==> config.mk <==
export PLATFORM = sky130hd
export DESIGN_NAME = swap_swi_coproc_data_exec
export DESIGN_NICKNAME = d
export VERILOG_FILES = /design/src/logic/exec_pkg.sv /design/src/logic/cond_check.sv /design/src/logic/swap_swi_coproc_data_exec.sv
export VERILOG_INCLUDE_DIRS = /design/src /design/src/logic
export SDC_FILE = /design/constraint.sdc
export NUM_CORES = 1
export LEC_CHECK = 0
export BUFFER_PORTS_ARGS = -buffer_cell sky130_fd_sc_hd__buf_2
export CAP_MARGIN = 20
export CORE_ASPECT_RATIO = 1.75
export CORE_MARGIN = 5
export CORE_UTILIZATION = 28
export CTS_BUF_LIST = sky130_fd_sc_hd__clkbuf_2
export CTS_CLUSTER_SIZE = 25
export DETAILED_ROUTE_END_ITERATION = 7
export SLEW_MARGIN = 25
export SYNTH_ARGS = -nofsm -noshare
export SYNTH_HDL_FRONTEND = slang
export SYNTH_HIERARCHICAL = 1
export SYNTH_SLANG_ARGS = --single-unit
==> constraint.sdc <==
create_clock -name clk -period 8.8 [get_ports clk]
set_input_delay 1.32 -clock clk [delete_from_list [all_inputs] [get_ports clk]]
set_output_delay 1.32 -clock clk [all_outputs]
set_load 0.1 [all_outputs]
==> src/logic/exec_params.svh <==
/*
 * Constants for the swap / supervisor call / coprocessor data execution block.
 * Assumes inclusion by bare name from the design module and the bench.
 */
`ifndef EXEC_PARAMS_SVH
`define EXEC_PARAMS_SVH

// ----------------------------------------
// Register byte offsets
// ----------------------------------------
`define OFS_INSTR 6'h00
`define OFS_STATUS_WORD 6'h04
`define OFS_SAVED_STATUS 6'h08
`define OFS_LINK 6'h0c
`define OFS_PC 6'h10
`define OFS_SWAP_BASE 6'h14
`define OFS_SWAP_SOURCE 6'h18
`define OFS_SWAP_RESULT 6'h1c
`define OFS_EXEC_STATUS 6'h20
`define OFS_CONTROL 6'h24

// ----------------------------------------
// Fields, vectors and reset values
// ----------------------------------------
`define MODE_LSB 0
`define MODE_MSB 4
`define MODE_SUPERVISOR 5'h13
`define MODE_ABORT 5'h17
`define STATUS_RESET 32'h0000_0013
`define SUPERVISOR_VECTOR 32'h0000_0008
`define ABORT_VECTOR 32'h0000_0010
`define PC_STEP 32'h0000_0004
`define EXEC_ABORT_BIT 1
`define CONTROL_BIG_ENDIAN_BIT 0

// ----------------------------------------
// Instruction decode patterns
// ----------------------------------------
`define SWAP_MASK 32'h0fb0_0ff0
`define SWAP_MATCH 32'h0100_0090
`define RETURN_MASK 32'h0fff_ffff
`define RETURN_MATCH 32'h01b0_f00e
`define SVC_CLASS 4'hf
`define CDP_CLASS 4'he
`define SWAP_BYTE_BIT 22
`define CDP_BIT4 4
`endif

==> src/logic/exec_pkg.sv <==
/*
 * Types shared by the execution block.
 * Assumes exec_params.svh is on the include path.
 */
package exec_pkg;
   // ----------------------------------------
   // Sequencer states
   // ----------------------------------------
   typedef enum logic [3:0] {
      ST_IDLE = 4'h0,
      ST_SWP_RD = 4'h1,
      ST_SWP_WR = 4'h2,
      ST_SWP_INT = 4'h3,
      ST_SWP_SEQ = 4'h4,
      ST_SVC_S1 = 4'h5,
      ST_SVC_S2 = 4'h6,
      ST_SVC_N = 4'h7,
      ST_CDP_ISSUE = 4'h8,
      ST_CDP_SEQ = 4'h9
   } exec_state_type;

   // Memory request toward the memory manager
   typedef struct packed {
      logic [31:0] addr;
      logic [31:0] wdata;
      logic read;
      logic write;
      logic byte_sel;
      logic lock;
   } mem_req_type;
endpackage : exec_pkg

==> src/logic/cond_check.sv <==
/*
 * Condition field evaluator against the N Z C V flags.
 * Assumes flags ordered N, Z, C, V from bit 3 down; purely combinational.
 */
module cond_check (
   input wire logic [3:0] cond,
   input wire logic [3:0] flags,
   output logic pass
);
   wire n = flags[3];
   wire z = flags[2];
   wire c = flags[1];
   wire v = flags[0];
   logic base;

   // ----------------------------------------
   // Even codes test, odd codes invert
   // ----------------------------------------
   always_comb begin
      case (cond[3:1])
         3'h0: base = z;
         3'h1: base = c;
         3'h2: base = n;
         3'h3: base = v;
         3'h4: base = c & ~z;
         3'h5: base = (n == v);
         3'h6: base = ~z & (n == v);
         default: base = 1'b1;
      endcase
   end

   // Code 4'hf is treated as never, matching the inverted always slot
   assign pass = base ^ cond[0];
endmodule : cond_check

==> src/logic/swap_swi_coproc_data_exec.sv <==
/*
 * Execution sequencer for atomic swap, supervisor call and coprocessor data
 * operations, with an Avalon-MM slave for its registers.
 * Assumes a memory manager that answers each access with mem_ready and may
 * raise mem_abort alongside it, and coprocessors that hold cp_busy until they
 * accept an issued operation. One clock, asynchronous active-low reset.
 */
`include "exec_params.svh"

module swap_swi_coproc_data_exec (
   input wire logic clk,
   input wire logic rst_b,
   input wire logic [5:0] avs_address,
   input wire logic avs_read,
   input wire logic avs_write,
   input wire logic [31:0] avs_writedata,
   output logic [31:0] avs_readdata,
   output logic avs_waitrequest,
   output exec_pkg::mem_req_type mem_req,
   input wire logic [31:0] mem_rdata,
   input wire logic mem_ready,
   input wire logic mem_abort,
   output logic [31:0] cp_instr,
   output logic cp_valid,
   input wire logic cp_busy,
   output logic irq_inhibit
);
   exec_pkg::exec_state_type state_reg;
   exec_pkg::mem_req_type mem_req_reg;
   logic ack_reg, waitrequest_reg;
   logic [31:0] readdata_reg;
   logic [31:0] instr_reg, status_reg, saved_reg, link_reg, pc_reg;
   logic [31:0] base_reg, source_reg, result_reg, read_hold_reg;
   logic [31:0] cp_instr_reg;
   logic cp_valid_reg, irq_inhibit_reg;
   logic abort_seen_reg, abort_sticky_reg, skipped_reg, big_endian_reg;
   logic [7:0] busy_count_reg;
   logic cond_pass;

   // ----------------------------------------
   // Byte extraction by lane and endianness
   // ----------------------------------------
   function automatic logic [7:0] pick_byte(input logic [31:0] w, input logic [1:0] a, input logic big);
      logic [1:0] lane;
      lane = big ? ~a : a;
      pick_byte = w[8*lane +: 8];
   endfunction : pick_byte

   // Bus decode; writes wait while an instruction is in flight
   wire busy = (state_reg != exec_pkg::ST_IDLE);
   wire bus_take = (avs_read | (avs_write & ~busy)) & ~ack_reg;
   wire bus_wr_go = avs_write & ack_reg;
   wire issue = bus_wr_go & (avs_address == `OFS_INSTR);
   wire [31:0] iw = avs_writedata;
   wire is_swap = ((iw & `SWAP_MASK) == `SWAP_MATCH);
   wire is_return = ((iw & `RETURN_MASK) == `RETURN_MATCH);
   wire is_svc = (iw[27:24] == `SVC_CLASS);
   wire is_cdp = (iw[27:24] == `CDP_CLASS) & ~iw[`CDP_BIT4];
   wire swap_byte = instr_reg[`SWAP_BYTE_BIT];
   wire [7:0] rd_byte = pick_byte(mem_rdata, mem_req_reg.addr[1:0], big_endian_reg);
   wire [31:0] rd_value = swap_byte ? {24'h0, rd_byte} : mem_rdata;
   wire [31:0] wr_value = swap_byte ? {4{source_reg[7:0]}} : source_reg;
   wire [31:0] exec_status = {16'h0, busy_count_reg, 5'h0, skipped_reg, abort_sticky_reg, busy};

   // Condition evaluated on the incoming word before anything is started
   cond_check cond_unit (
      .cond(iw[31:28]),
      .flags(status_reg[31:28]),
      .pass(cond_pass)
   );

   // Read data selection; unmapped offsets read as zero
   logic [31:0] rd_mux;
   always_comb begin
      case (avs_address)
         `OFS_INSTR: rd_mux = instr_reg;
         `OFS_STATUS_WORD: rd_mux = status_reg;
         `OFS_SAVED_STATUS: rd_mux = saved_reg;
         `OFS_LINK: rd_mux = link_reg;
         `OFS_PC: rd_mux = pc_reg;
         `OFS_SWAP_BASE: rd_mux = base_reg;
         `OFS_SWAP_SOURCE: rd_mux = source_reg;
         `OFS_SWAP_RESULT: rd_mux = result_reg;
         `OFS_EXEC_STATUS: rd_mux = exec_status;
         `OFS_CONTROL: rd_mux = {31'h0, big_endian_reg};
         default: rd_mux = 32'h0;
      endcase
   end

   // ----------------------------------------
   // Avalon slave: one wait state on reads and on writes while idle
   // ----------------------------------------
   always_ff @(posedge clk or negedge rst_b) begin
      if (!rst_b) begin
         ack_reg <= 1'b0;
         waitrequest_reg <= 1'b1;
         readdata_reg <= 32'h0;
      end else begin
         ack_reg <= bus_take;
         waitrequest_reg <= ~bus_take; // Own flop so the pin needs no inverter
         if (bus_take) begin
            readdata_reg <= rd_mux;
         end
      end
   end

   // Plain software registers, written only while idle
   always_ff @(posedge clk or negedge rst_b) begin
      if (!rst_b) begin
         base_reg <= 32'h0;
         source_reg <= 32'h0;
         big_endian_reg <= 1'b0;
         instr_reg <= 32'h0;
      end else if (bus_wr_go) begin
         if (avs_address == `OFS_SWAP_BASE) base_reg <= avs_writedata;
         if (avs_address == `OFS_SWAP_SOURCE) source_reg <= avs_writedata;
         if (avs_address == `OFS_CONTROL) big_endian_reg <= avs_writedata[`CONTROL_BIG_ENDIAN_BIT];
         if (issue) instr_reg <= avs_writedata;
      end
   end

   // ----------------------------------------
   // Sequencer and memory side
   // ----------------------------------------
   always_ff @(posedge clk or negedge rst_b) begin
      if (!rst_b) begin
         state_reg <= exec_pkg::ST_IDLE;
         mem_req_reg <= '0;
         read_hold_reg <= 32'h0;
         abort_seen_reg <= 1'b0;
         irq_inhibit_reg <= 1'b0;
         cp_instr_reg <= 32'h0;
         cp_valid_reg <= 1'b0;
         busy_count_reg <= 8'h0;
         skipped_reg <= 1'b0;
      end else begin
         case (state_reg)
            exec_pkg::ST_IDLE: begin
               if (issue) begin
                  skipped_reg <= ~cond_pass;
                  if (cond_pass && is_swap) begin
                     mem_req_reg.addr <= base_reg;
                     mem_req_reg.read <= 1'b1;
                     mem_req_reg.lock <= 1'b1;
                     mem_req_reg.byte_sel <= iw[`SWAP_BYTE_BIT];
                     abort_seen_reg <= 1'b0;
                     irq_inhibit_reg <= 1'b1;
                     state_reg <= exec_pkg::ST_SWP_RD;
                  end else if (cond_pass && is_svc) begin
                     state_reg <= exec_pkg::ST_SVC_S1;
                  end else if (cond_pass && is_cdp) begin
                     cp_instr_reg <= iw;
                     cp_valid_reg <= 1'b1;
                     busy_count_reg <= 8'h0;
                     state_reg <= exec_pkg::ST_CDP_ISSUE;
                  end
               end
            end
            exec_pkg::ST_SWP_RD: begin
               if (mem_ready) begin
                  read_hold_reg <= rd_value;
                  abort_seen_reg <= mem_abort;
                  mem_req_reg.read <= 1'b0;
                  mem_req_reg.write <= 1'b1;
                  mem_req_reg.wdata <= wr_value;
                  state_reg <= exec_pkg::ST_SWP_WR;
               end
            end
            exec_pkg::ST_SWP_WR: begin
               if (mem_ready) begin
                  abort_seen_reg <= abort_seen_reg | mem_abort;
                  mem_req_reg.write <= 1'b0;
                  mem_req_reg.lock <= 1'b0;
                  state_reg <= exec_pkg::ST_SWP_INT;
               end
            end
            exec_pkg::ST_SWP_INT: begin
               irq_inhibit_reg <= 1'b0;
               state_reg <= exec_pkg::ST_SWP_SEQ;
            end
            exec_pkg::ST_SVC_S1: state_reg <= exec_pkg::ST_SVC_S2;
            exec_pkg::ST_SVC_S2: state_reg <= exec_pkg::ST_SVC_N;
            exec_pkg::ST_CDP_ISSUE: begin
               if (cp_busy) begin
                  busy_count_reg <= busy_count_reg + 8'h1;
               end else begin
                  cp_valid_reg <= 1'b0;
                  state_reg <= exec_pkg::ST_CDP_SEQ;
               end
            end
            default: state_reg <= exec_pkg::ST_IDLE;
         endcase
      end
   end

   // ----------------------------------------
   // Architectural state: pc, status words, link, result
   // ----------------------------------------
   // Result is only loaded after both accesses, so a register used as
   // source and destination gives the old memory value back intact.
   always_ff @(posedge clk or negedge rst_b) begin
      if (!rst_b) begin
         pc_reg <= 32'h0;
         status_reg <= `STATUS_RESET;
         saved_reg <= 32'h0;
         link_reg <= 32'h0;
         result_reg <= 32'h0;
         abort_sticky_reg <= 1'b0;
      end else begin
         if (bus_wr_go && avs_address == `OFS_PC) pc_reg <= avs_writedata;
         if (bus_wr_go && avs_address == `OFS_STATUS_WORD) status_reg <= avs_writedata;
         if (bus_wr_go && avs_address == `OFS_SAVED_STATUS) saved_reg <= avs_writedata;
         if (bus_wr_go && avs_address == `OFS_LINK) link_reg <= avs_writedata;
         // Write one to clear; a new abort in the same cycle wins
         if (bus_wr_go && avs_address == `OFS_EXEC_STATUS && avs_writedata[`EXEC_ABORT_BIT])
            abort_sticky_reg <= 1'b0;
         if (issue && !cond_pass) pc_reg <= pc_reg + `PC_STEP;
         if (issue && cond_pass && is_return) begin
            pc_reg <= link_reg;
            status_reg <= saved_reg;
         end
         if (state_reg == exec_pkg::ST_SWP_INT) begin
            if (abort_seen_reg) begin
               abort_sticky_reg <= 1'b1;
               saved_reg <= status_reg;
               link_reg <= pc_reg + `PC_STEP;
               status_reg[`MODE_MSB:`MODE_LSB] <= `MODE_ABORT;
               pc_reg <= `ABORT_VECTOR;
            end else begin
               result_reg <= read_hold_reg;
               pc_reg <= pc_reg + `PC_STEP;
            end
         end
         if (state_reg == exec_pkg::ST_SVC_N) begin
            saved_reg <= status_reg;
            status_reg[`MODE_MSB:`MODE_LSB] <= `MODE_SUPERVISOR;
            link_reg <= pc_reg + `PC_STEP;
            pc_reg <= `SUPERVISOR_VECTOR;
         end
         if (state_reg == exec_pkg::ST_CDP_SEQ) pc_reg <= pc_reg + `PC_STEP;
      end
   end

   // Outputs straight from flops
   assign avs_readdata = readdata_reg;
   assign avs_waitrequest = waitrequest_reg;
   assign mem_req = mem_req_reg;
   assign cp_instr = cp_instr_reg;
   assign cp_valid = cp_valid_reg;
   assign irq_inhibit = irq_inhibit_reg;
endmodule : swap_swi_coproc_data_exec

==> results of run 1 <==
[cells in the mapped netlist (11+ instances only)]
cell type | n | share of area
a21o_1 | 23 | 0.0081
a21oi_1 | 73 | 0.017
a221oi_1 | 34 | 0.014
a22o_1 | 16 | 0.0066
a22oi_1 | 98 | 0.035
a31oi_1 | 57 | 0.017
and3_1 | 20 | 0.0059
buf_2 | 43 | 0.010
clkbuf_1 | 111 | 0.020
dfrtp_1 | 436 | 0.51
inv_1 | 11 | 0.0019
mux2_2 | 133 | 0.070
mux2i_1 | 79 | 0.037
nand2_1 | 434 | 0.076
nand2b_1 | 32 | 0.0094
nand3_1 | 30 | 0.0070
nand4_1 | 11 | 0.0032
nor2_1 | 115 | 0.020
nor2b_1 | 11 | 0.0032
o211ai_1 | 17 | 0.0060
o21a_1 | 12 | 0.0042
o21ai_0 | 114 | 0.027
xnor2_1 | 24 | 0.0099
[power groups by stage]
stage / sequential [mW] / clock, mW / combinational (mW)
after floorplan: 2.29 / 0 / 0.247
after global placement: 2.33 / 0 / 0.421
after detailed placement: 2.33 / 0 / 0.429
after CTS: 2.29 / 1.44 / 0.430
after global routing: 2.30 / 1.53 / 0.468
final: 2.29 / 1.39 / 0.429
[cells in the final DEF (no fill, tap or decap), types with 26 or more instances in the layout]
cell type	instances
dfrtp_1	435
nand2_1	433
buf_2	210
clkbuf_2	149
mux2_2	133
o21ai_0	113
nor2_1	109
a22oi_1	98
mux2i_1	79
a21oi_1	73
a31oi_1	57
a221oi_1	34
nand2b_1	32
buf_4	29
nand3_1	28
clkinv_1	26
[worst reg2reg max path, delay by kind of cell, from the launching register on]
kind / cells / cell delay (ns)
compound gates: 3 / 0.93
xor+xnor: 2 / 0.71
flops: 1 / 0.46
simple gates: 5 / 2.27
[path summary, 6_finish.rpt]
| kind | start | to | slack (ns) | cells past startpoint |
|---|---|---|---|---|
| worst max-delay path | status_reg[31] | pc_reg[31] | 4.32 | 10 |
| worst min-delay path | mem_rdata[4] | read_hold_reg[4] | 0.38 | 3 |
| worst max register to register | status_reg[31] | pc_reg[31] | 4.32 | 10 |
| worst min register to register | mem_req[45] | mem_req[45] | 0.47 | 2 |
| max in group asynchronous | rst_b | read_hold_reg[27] | 6.56 | 3 |
| min in group asynchronous | rst_b | instr_reg[11] | 0.72 | 2 |
[layout make-up]
cell class,instances,area [um^2],share of cell area
antenna,6,15.0,0.000618
timing repair buffer,245,1350,0.0555
clock buffer,149,746,0.0307
inverter,12,45.0,0.00186
tap,1012,1270,0.0522
multi-input combinational,1499,9650,0.398
clock inverter,36,189,0.00778
sequential,440,11000,0.454
[through the flow]
step	cells	cell area, um^2
floorplan	2120	21300
global placement	3206	23300
detailed placement	3206	23300
CTS	3392	24200
global route	3396	24300
finish	3399	24300
[per-layer routing]
layer | vias to the layer above | routed length (um) | global-route usage
li1 | 8009 | - | -
met4 | 6 | 5780 | 0.127
met5 | - | 34 | 0
met3 | 263 | 5990 | 0.0429
met2 | 892 | 39500 | 0.323
met1 | 9053 | 31500 | 0.235
[logic make-up after synthesis]
kind of cell / share of synthesized area
compound gates: 0.156
xor+xnor: 0.0136
fa+ha+maj: 0.00117
buf+inv: 0.0354
flops: 0.517
mux: 0.118
simple gates: 0.159
[repair_timing]
| item | in CTS | in global routing |
|---|---|---|
| hold endpoints to repair | 10 | 0 |
| setup buffers | 0 | 0 |
| hold buffers | 1 | 0 |
==> results.py, run 1 <==
metrics = {
    "layout": {
        "largest_reg_flops": 68,
        "layout-drive-gt1-share": 0.250,
        "fillers": 7894,
        "syn_to_final_growth_pct": 13.9,
        "fin_util": 0.322,
        "finalNetCount": 2378,
    },
    "synth": {
        "synth_cells": 2120,
        "synth_cell_type_count": 79,
        "synth_ff_type": "dfrtp_1",
        "synth-seq-area-share": 0.517,
        "async_reset_ff_frac": 1.00,
        "synth_area_per_cell_um2": 10.0,
        "synth_edf_count": 0,
        "syn_nets": 2199,
        "ys_seq_elements": 440,
        "syn_area_um2": 21300,
        "ys_warn_count": 6,
    },
    "sta": {
        "min_period_ns": 4.48,
        "timing.hold.ws_ns": 0.382,
        "tightest_slew_ns": 1.10,
        "hold_violations": 0,
        "tns_ns": 0,
        "period_share": 0.510,
        "setup_viol": 0,
        "setup_ws_ns": 4.32,
        "maxSlewViolCount": 0,
        "rsz0062_at_grt": "no",
        "finClkSkew_ns": 0.111,
        "max_slew_margin": 0.262,
        "timing.fmax_mhz": 223,
    },
    "cts": {
        "clockRootBuffer": "clkbuf_2",
        "postCtsResizedCells": 0,
        "htreeDepth": 3,
        "cts_made_buffers": 101,
        "cts_buffer_depth": 3,
        "cts_tree": "done",
        "clk_latency_ns": 1.26,
        "cts_sinks": 440,
        "clkTransAtPathRegs_ns": 0.14,
    },
    "grt": {
        "grt_pass1_wl_mm": 123,
        "grt_usage": 0.198,
        "antenna_found_initial": 10,
        "grt.overflow.total": 0,
        "grt_max_degree": 122,
        "grt_pass1_vias": 18490,
    },
    "setup_path": {
        "arrival_ns": 5.57,
        "setup.worst_path.end_class": "flip-flop",
        "crit_family": "simple AND/OR/NAND/NOR gates",
        "crit_top_cell": "xnor2_1",
        "setup.worst_path.class": "reg2reg",
        "cp_max_fo": 25,
        "max_stage_delay_ns": 0.82,
        "worst-path-buf-inv": 0,
        "crit_slowest_cell": "nand2_2",
        "crit_required_ns": 9.89,
        "critPathLaunchType": "flip-flop",
        "path_cells": "xnor2_1, nor3_1, o32a_2, xnor2_1, nor4bb_1, and3_1, nand4_2, nand2_2, o21ai_1, a221o_1",
    },
    "floorplanning": {
        "coreArea_um2": 75400,
        "die_w_um": 219,
        "die_h_um": 375,
        "row_count": 133,
        "start_util": 0.283,
        "num_io_pins": 212,
        "die_area_um2": 81900,
    },
    "drt": {
        "firstDrtPassIters": 8,
        "routed_wl_mm": 82.8,
        "drtIter0Drc": 1560,
        "post-route-drc-count": 3,
        "post_drt_wl_per_cell_um": 24.4,
        "vias": 18223,
        "final_antenna_net_count": 0,
        "via_per_inst": 5.36,
    },
    "hold_path": {
        "hold_path.class": "in2reg",
    },
    "power_and_ir_drop": {
        "clkPwrFrac": 0.337,
        "peakVddDrop_mv": 0.0824,
        "p_int_mw": 2.78,
        "power_mw": 4.11,
        "combinationalPowerShare": 0.104,
        "switchingPower_mw": 1.33,
        "p_leak_nw": 11.9,
        "sw_frac_of_total": 0.324,
        "pwr-share-seq": 0.558,
        "powerDensity_nw_per_um2": 169,
    },
    "outcome": {
        "status": "finished, violations left",
        "violations": "DRC",
    },
    "place": {
        "dp_slack_ns": 3.38,
        "port_buffers": 211,
        "dpl.hpwl_mm": 58.6,
        "place_congestion": 0.964,
    },
    "run": {
        "cap_violations": 0,
    },
}
No activity file was read; power rests on OpenSTA's default activity.
==> run 2: changes to the inputs <==
- clock period: 8.8 -> 3.7 ns (I/O delays scaled with it)
==> run 2 against run 1 <==
  * The run now ends clean
  * Highest routed layer is now met4
  * Non-clock buffer count up 191
  * Critical endpoint is now status_reg[3]
  * Final cell count grew 5.9%
  * Maximum frequency is 29% higher
  * Die area unchanged
  * Via count grew 4.4%
  * Critical path depth rose by 2
  * Flip-flop and latch count unchanged
  * Worst setup slack lost 4.1 ns
  * Count of clock-buffer cells in the layout unchanged
==> results.py, run 2 (same netlist as run 1, synthesis figures left out) <==
metrics = {
    "cts": {
        "clk_latency_ns": 1.32,
        "htreeDepth": 3,
        "cts_sinks": 440,
        "cts_buffer_depth": 3,
        "cts_tree": "done",
        "clkTransAtPathRegs_ns": 0.12,
        "clockRootBuffer": "clkbuf_2",
        "cts_made_buffers": 109,
    },
    "drt": {
        "vias": 19028,
        "via_per_inst": 5.29,
        "final_antenna_net_count": 0,
        "firstDrtPassIters": 8,
        "post-route-drc-count": 0,
        "drtIter0Drc": 1501,
        "routed_wl_mm": 88.2,
        "post_drt_wl_per_cell_um": 24.5,
    },
    "setup_path": {
        "r2r_start": "status_reg[31]",
        "arrival_ns": 4.69,
        "crit_slowest_cell": "dlygate4sd3_1",
        "reg2reg_setup_slack_ns": 0.23,
        "crit_cells": 12,
        "setup.worst_path.class": "reg2reg",
        "critPathLaunchType": "flip-flop",
        "setup.worst_path.end_class": "flip-flop",
        "rr_endpoint": "status_reg[3]",
        "crit_top_cell": "buf_4",
        "worst-path-buf-inv": 4,
        "critPathLaunch": "status_reg[31]",
        "reg2reg_depth": 12,
        "crit_required_ns": 4.93,
        "crit_family": "buffers and inverters",
        "cp_max_fo": 17,
        "crit_end": "status_reg[3]",
        "path_cells": "xnor2_1, nor3_1, o32a_2, xnor2_1, buf_4, buf_4, nor4bb_1, and3_2, nand4_2, buf_4, dlygate4sd3_1, a211oi_2",
        "max_stage_delay_ns": 0.64,
    },
    "layout": {
        "largest_reg_flops": 68,
        "final_cell_mix": "dfrtp_1, nand2_1, buf_2",
        "layout-drive-gt1-share": 0.263,
        "fillers": 7697,
        "finalNetCount": 2577,
        "final_common_cell": "dfrtp_1",
        "syn_to_final_growth_pct": 23.1,
        "design_area_um2": 26200,
    },
    "power_and_ir_drop": {
        "sw_frac_of_total": 0.324,
        "combinationalPowerShare": 0.115,
        "p_leak_nw": 12.9,
        "switchingPower_mw": 3.30,
        "pwr-share-seq": 0.535,
        "powerDensity_nw_per_um2": 389,
        "p_int_mw": 6.89,
        "clkPwrFrac": 0.350,
        "peakVddDrop_mv": 0.285,
    },
    "sta": {
        "setup_ws_ns": 0.234,
        "min_period_ns": 3.47,
        "finClkSkew_ns": 0.155,
        "hold_violations": 0,
        "timing.fmax_mhz": 289,
        "timing.hold.ws_ns": 0.202,
        "tightest_slew_ns": 0.867,
        "period_share": 0.937,
        "rsz0062_at_grt": "no",
        "maxSlewViolCount": 0,
        "max_slew_margin": 0.422,
        "tns_ns": 0,
        "setup_viol": 0,
    },
    "floorplanning": {
        "coreArea_um2": 75400,
        "num_io_pins": 212,
        "start_util": 0.283,
        "row_count": 133,
        "die_w_um": 219,
        "die_h_um": 375,
        "die_area_um2": 81900,
    },
    "hold_path": {
        "hold_path.class": "in2reg",
        "min_from": "mem_rdata[22]",
    },
    "grt": {
        "grt_max_degree": 88,
        "grt_usage": 0.212,
        "grt_pass1_wl_mm": 130,
        "grt_pass1_vias": 19564,
        "antenna_found_initial": 2,
        "grt.overflow.total": 0,
    },
    "place": {
        "dp_slack_ns": 0.180,
        "place_congestion": 0.993,
        "dpl.hpwl_mm": 62.8,
        "port_buffers": 211,
        "post_dp_cell_area_um2": 24000,
    },
    "outcome": {
        "status": "completed",
    },
    "run": {
        "cap_violations": 0,
    },
}
-- run 2: changes by cell type in the layout (fill, tap and decap cells not counted), moves of 2 or more --
cell / change
buf_6: -3
clkinv_1: +2
dlygate4sd3_1: +114
bufinv_16: +2
clkinv_8: +2
buf_12: +10
clkinv_2: +4
buf_4: +69
diode_2: -2
-- run 2: worst reg2reg max path: cells and delay by family, from the launching register on --
family / cells / cell delay, ns
buf+inv: 4 / 1.23
xor+xnor: 2 / 0.41
simple gates: 4 / 0.71
flops: 1 / 0.48
compound gates: 2 / 0.63
-- run 2: worst min-delay path by stage --
stage                                    to  slack, ns  depth (start not counted)
final                     read_hold_reg[22]       0.20                          4
after global routing           instr_reg[3]       0.16                          4
after CTS                    abort_seen_reg      0.002                          4
after detailed placement       cp_instr[25]       0.45                          1
after global placement         cp_instr[25]       0.45                          1
after floorplan              abort_seen_reg       0.26                          0
-- run 2: through the flow --
stage               instances  utilization  power [mW]
floorplan                2120            -        6.03
global placement         3283        0.318        6.59
detailed placement       3283        0.318        6.61
CTS                      3594        0.348        10.3
global route             3597        0.348        10.7
finish                   3598        0.348        10.2
-- run 2: timing repair --
| action | CTS | global route |
|---|---|---|
| hold buffers | 116 | 0 |
| resized for setup | 0 | 1 |
| hold endpoints to repair | 767 | 0 |
| endpoints found under the setup margin | 0 | 1 |
| buffers inserted | 0 | 0 |
-- run 2: cell type report --
type | count | area, um^2 | area share
clock buffer | 149 | 746 | 0.0284
sequential | 440 | 11000 | 0.420
antenna | 4 | 10.0 | 0.000382
tap | 1012 | 1270 | 0.0483
multi-input combinational | 1499 | 9630 | 0.367
timing repair buffer | 436 | 3200 | 0.122
inverter | 12 | 45.0 | 0.00172
clock inverter | 46 | 307 | 0.0117
-- run 2: routing by layer --
| layer | track usage | share of wire |
|---|---|---|
| met3 | 0.0463 | 0.072 |
| met4 | 0.139 | 0.072 |
| met5 | 0 | 0 |
| met1 | 0.245 | 0.37 |
| met2 | 0.351 | 0.48 |
-- run 2: power by group through the flow --
stage	clock network (mW)	logic (mW)	registers (mW)
6_report	3.57	1.17	5.45
5_1_grt	3.92	1.27	5.48
4_1_cts	3.73	1.17	5.44
3_5_place_dp	0	1.07	5.54
3_3_place_gp	0	1.06	5.54
2_1_floorplan	0	0.588	5.44
==> run 3: changes to the inputs <==
- ABC_AREA: not set -> 1
==> run 3 against run 2 <==
  * Global-route usage up 1.3 points
  * Count of clock-buffer cells in the layout up 2
  * Critical path depth unchanged
  * Register-to-register slack better by 0.35 ns
  * Core utilization down 0.88 points
  * Via count up 20%
  * Die area up 4.3%
  * Wire length up 12%
  * Clock power down 6.4%
  * Sequential power down 2%
  * Sequential share of layout area down 0.77 points
  * Flip-flop and latch count unchanged
  * Critical endpoint is now instr_reg[26]
  * Largest power group unchanged
==> results.py, run 3 <==
metrics = {
    "synth": {
        "synth_cells": 2965,
        "ys_seq_elements": 440,
        "synth_area_per_cell_um2": 7.50,
        "synth_edf_count": 0,
        "synth_cell_type_count": 53,
        "syn_nets": 3044,
        "synth_ff_type": "dfrtp_1",
        "ys_warn_count": 6,
        "synth-seq-area-share": 0.495,
        "synthTopCellsByArea": "dfrtp_1, nand2_1, o21ai_0",
        "synth_top_area_frac": 0.490,
        "yosysMostFrequentCell": "nand2_1",
        "synth_top_cell_by_area": "dfrtp_1",
        "async_reset_ff_frac": 1.00,
        "ys_top_cells_by_count": "nand2_1, dfrtp_1, o21ai_0",
        "syn_area_um2": 22200,
    },
    "power_and_ir_drop": {
        "power_mw": 10.3,
        "p_leak_nw": 13.4,
        "peakVddDrop_mv": 0.193,
        "powerDensity_nw_per_um2": 387,
    },
    "setup_path": {
        "critPathLaunchType": "primary input",
        "reg2reg_setup_slack_ns": 0.58,
        "max_stage_delay_ns": 0.73,
        "crit_family": "buffers and inverters",
        "setup.worst_path.end_class": "flip-flop",
        "setup.worst_path.class": "in2reg",
        "worst-path-buf-inv": 7,
        "path_cells": "dlygate4sd3_1, buf_2, nor2_4, dlygate4sd3_1, nand3_4, dlygate4sd3_1, nor2_8, buf_4, nand2_1, dlygate4sd3_1, o21ai_0, dlygate4sd3_1",
        "arrival_ns": 4.85,
        "crit_top_cell": "dlygate4sd3_1",
        "crit_required_ns": 4.91,
        "crit_slowest_cell": "dlygate4sd3_1",
        "cp_max_fo": 24,
    },
    "cts": {
        "cts_sinks": 440,
        "clk_latency_ns": 1.28,
        "cts_made_buffers": 100,
        "cts_buffer_depth": 3,
        "htreeDepth": 3,
        "clockRootBuffer": "clkbuf_2",
        "cts_setup_buffers": 0,
        "clkTransAtPathRegs_ns": 0.13,
        "cts_tree": "done",
    },
    "drt": {
        "firstDrtPassIters": 6,
        "drtIter0Drc": 2597,
        "final_antenna_net_count": 0,
        "post-route-drc-count": 0,
        "vias": 22760,
        "routed_wl_mm": 98.7,
        "post_drt_wl_per_cell_um": 22.3,
        "via_per_inst": 5.14,
    },
    "layout": {
        "largest_reg_flops": 68,
        "design_area_um2": 26700,
        "finalNetCount": 3391,
        "fillers": 8484,
        "final_cell_mix": "nand2_1, dfrtp_1, o21ai_0",
        "fin_util": 0.339,
        "final_common_cell": "nand2_1",
        "final_cells": 4431,
        "syn_to_final_growth_pct": 20.0,
        "layout-drive-gt1-share": 0.150,
    },
    "place": {
        "place_congestion": 0.991,
        "port_buffers": 211,
        "dpl.hpwl_mm": 71.5,
        "post_dp_cell_area_um2": 24800,
        "dp_cells": 4148,
    },
    "floorplanning": {
        "die_area_um2": 85400,
        "die_w_um": 223,
        "die_h_um": 383,
        "coreArea_um2": 78800,
        "start_util": 0.282,
        "num_io_pins": 212,
        "row_count": 136,
    },
    "run": {
        "cap_violations": 0,
    },
    "grt": {
        "grt_pass1_vias": 22513,
        "grt_pass1_wl_mm": 145,
        "grt_max_degree": 87,
        "antenna_found_initial": 10,
        "grt_usage": 0.224,
        "grt.overflow.total": 0,
    },
    "sta": {
        "maxSlewViolCount": 0,
        "period_share": 0.984,
        "tns_ns": 0,
        "tightest_slew_ns": 0.778,
        "hold_violations": 0,
        "setup_viol": 0,
        "timing.fmax_mhz": 275,
        "min_period_ns": 3.64,
        "max_slew_margin": 0.477,
        "finClkSkew_ns": 0.148,
        "rsz0062_at_grt": "no",
    },
    "outcome": {
        "status": "completed",
    },
    "hold_path": {
        "hold_path.class": "in2reg",
    },
}
==> run 3: cell count changes in the layout (fill, tap and decap cells not counted), sizes merged, moves of 29 or more <==
cell,before,now
nand2,435,914
a21oi,73,114
mux2,134,4
o22ai,6,77
a221oi,34,5
mux2i,79,1
nor2,116,239
nand2b,32,0
nand3,30,120
inv,15,344
a22oi,98,11
a31oi,57,5
o21ai,123,399
==> run 3: final timing paths <==
check,end,depth (start not counted),start
worst min register to register,cp_instr[25],1,cp_instr[25]
worst max-delay path,instr_reg[26],12,avs_address[5]
worst min-delay path,abort_sticky_reg,4,avs_write
min in group asynchronous,avs_waitrequest,3,rst_b
max in group asynchronous,read_hold_reg[30],5,rst_b
worst max register to register,state_reg[0],12,status_reg[31]
==> run 3: area by class of cell <==
class | instances | area, um^2 | area share
clock inverters | 27 | 161 | 0.00604
well taps | 1035 | 1290 | 0.0485
clock buffers | 151 | 756 | 0.0283
repair buffers | 396 | 2820 | 0.105
inverters | 348 | 1310 | 0.0489
diodes | 8 | 20.0 | 0.000750
multi-input cells | 2026 | 9340 | 0.350
flip-flops and latches | 440 | 11000 | 0.412
==> run 3: cells by family (layout without fill, tap and decap cells) <==
logic type | Yosys count | in the layout | share of synthesized area
buffers and inverters | 499 | 922 | 0.0865
XOR/XNOR | 7 | 7 | 0.00276
AND/OR/NAND/NOR | 1320 | 1320 | 0.239
flip-flops | 440 | 440 | 0.495
adder cells (fa/ha/maj) | 2 | 2 | 0.00112
AO/OA/AOI/OAI | 692 | 692 | 0.173
multiplexers | 5 | 5 | 0.00247
other | 0 | 8 | 0
==> run 3: metrics by stage <==
stage / hold slack (ns) / setup WS, ns
floorplan: 0.259 / 1.44
global placement: 0.444 / 0.504
detailed placement: 0.450 / 0.525
CTS: 0.00519 / 0.297
global route: 0.106 / 0.0405
finish: 0.169 / 0.0590
==> run 3: what timing repair did <==
item                                   in CTS  in global routing
endpoints found under the hold margin     760                  0
hold buffers                               97                  0
gates resized for setup                     0                  0
==> run 3: worst register-to-register path, stage by stage (launching register included) <==
cell,delay (ns)
dfrtp_1,0.52
inv_1,0.11
nand2_1,0.07
nand3_1,0.08
o21ai_2,0.14
nand3_1,0.09
nand2_1,0.30
nand2_1,0.35
nor4_1,0.31
buf_4,0.19
o21ai_0,0.17
o21ai_0,0.20
dlygate4sd3_1,0.57
==> run 3: metal layers <==
| metal | global-route usage | part of all wire | up-vias |
|---|---|---|---|
| met4 | 0.178 | 0.096 | 6 |
| li1 | - | - | 10329 |
| met1 | 0.255 | 0.36 | 10818 |
| met2 | 0.369 | 0.46 | 1244 |
| met3 | 0.0415 | 0.080 | 363 |
| met5 | 0 | 0.00041 | - |
==> run 3: power by group <==
group | total (mW) | switching [mW] | leakage (nW) | internal, mW
sequential | 5.35 | 0.258 | 5.53 | 5.09
combinational | 1.66 | 1.20 | 7.19 | 0.457
clock | 3.34 | 2.16 | 0.699 | 1.17
total | 10.3 | 3.62 | 13.4 | 6.72
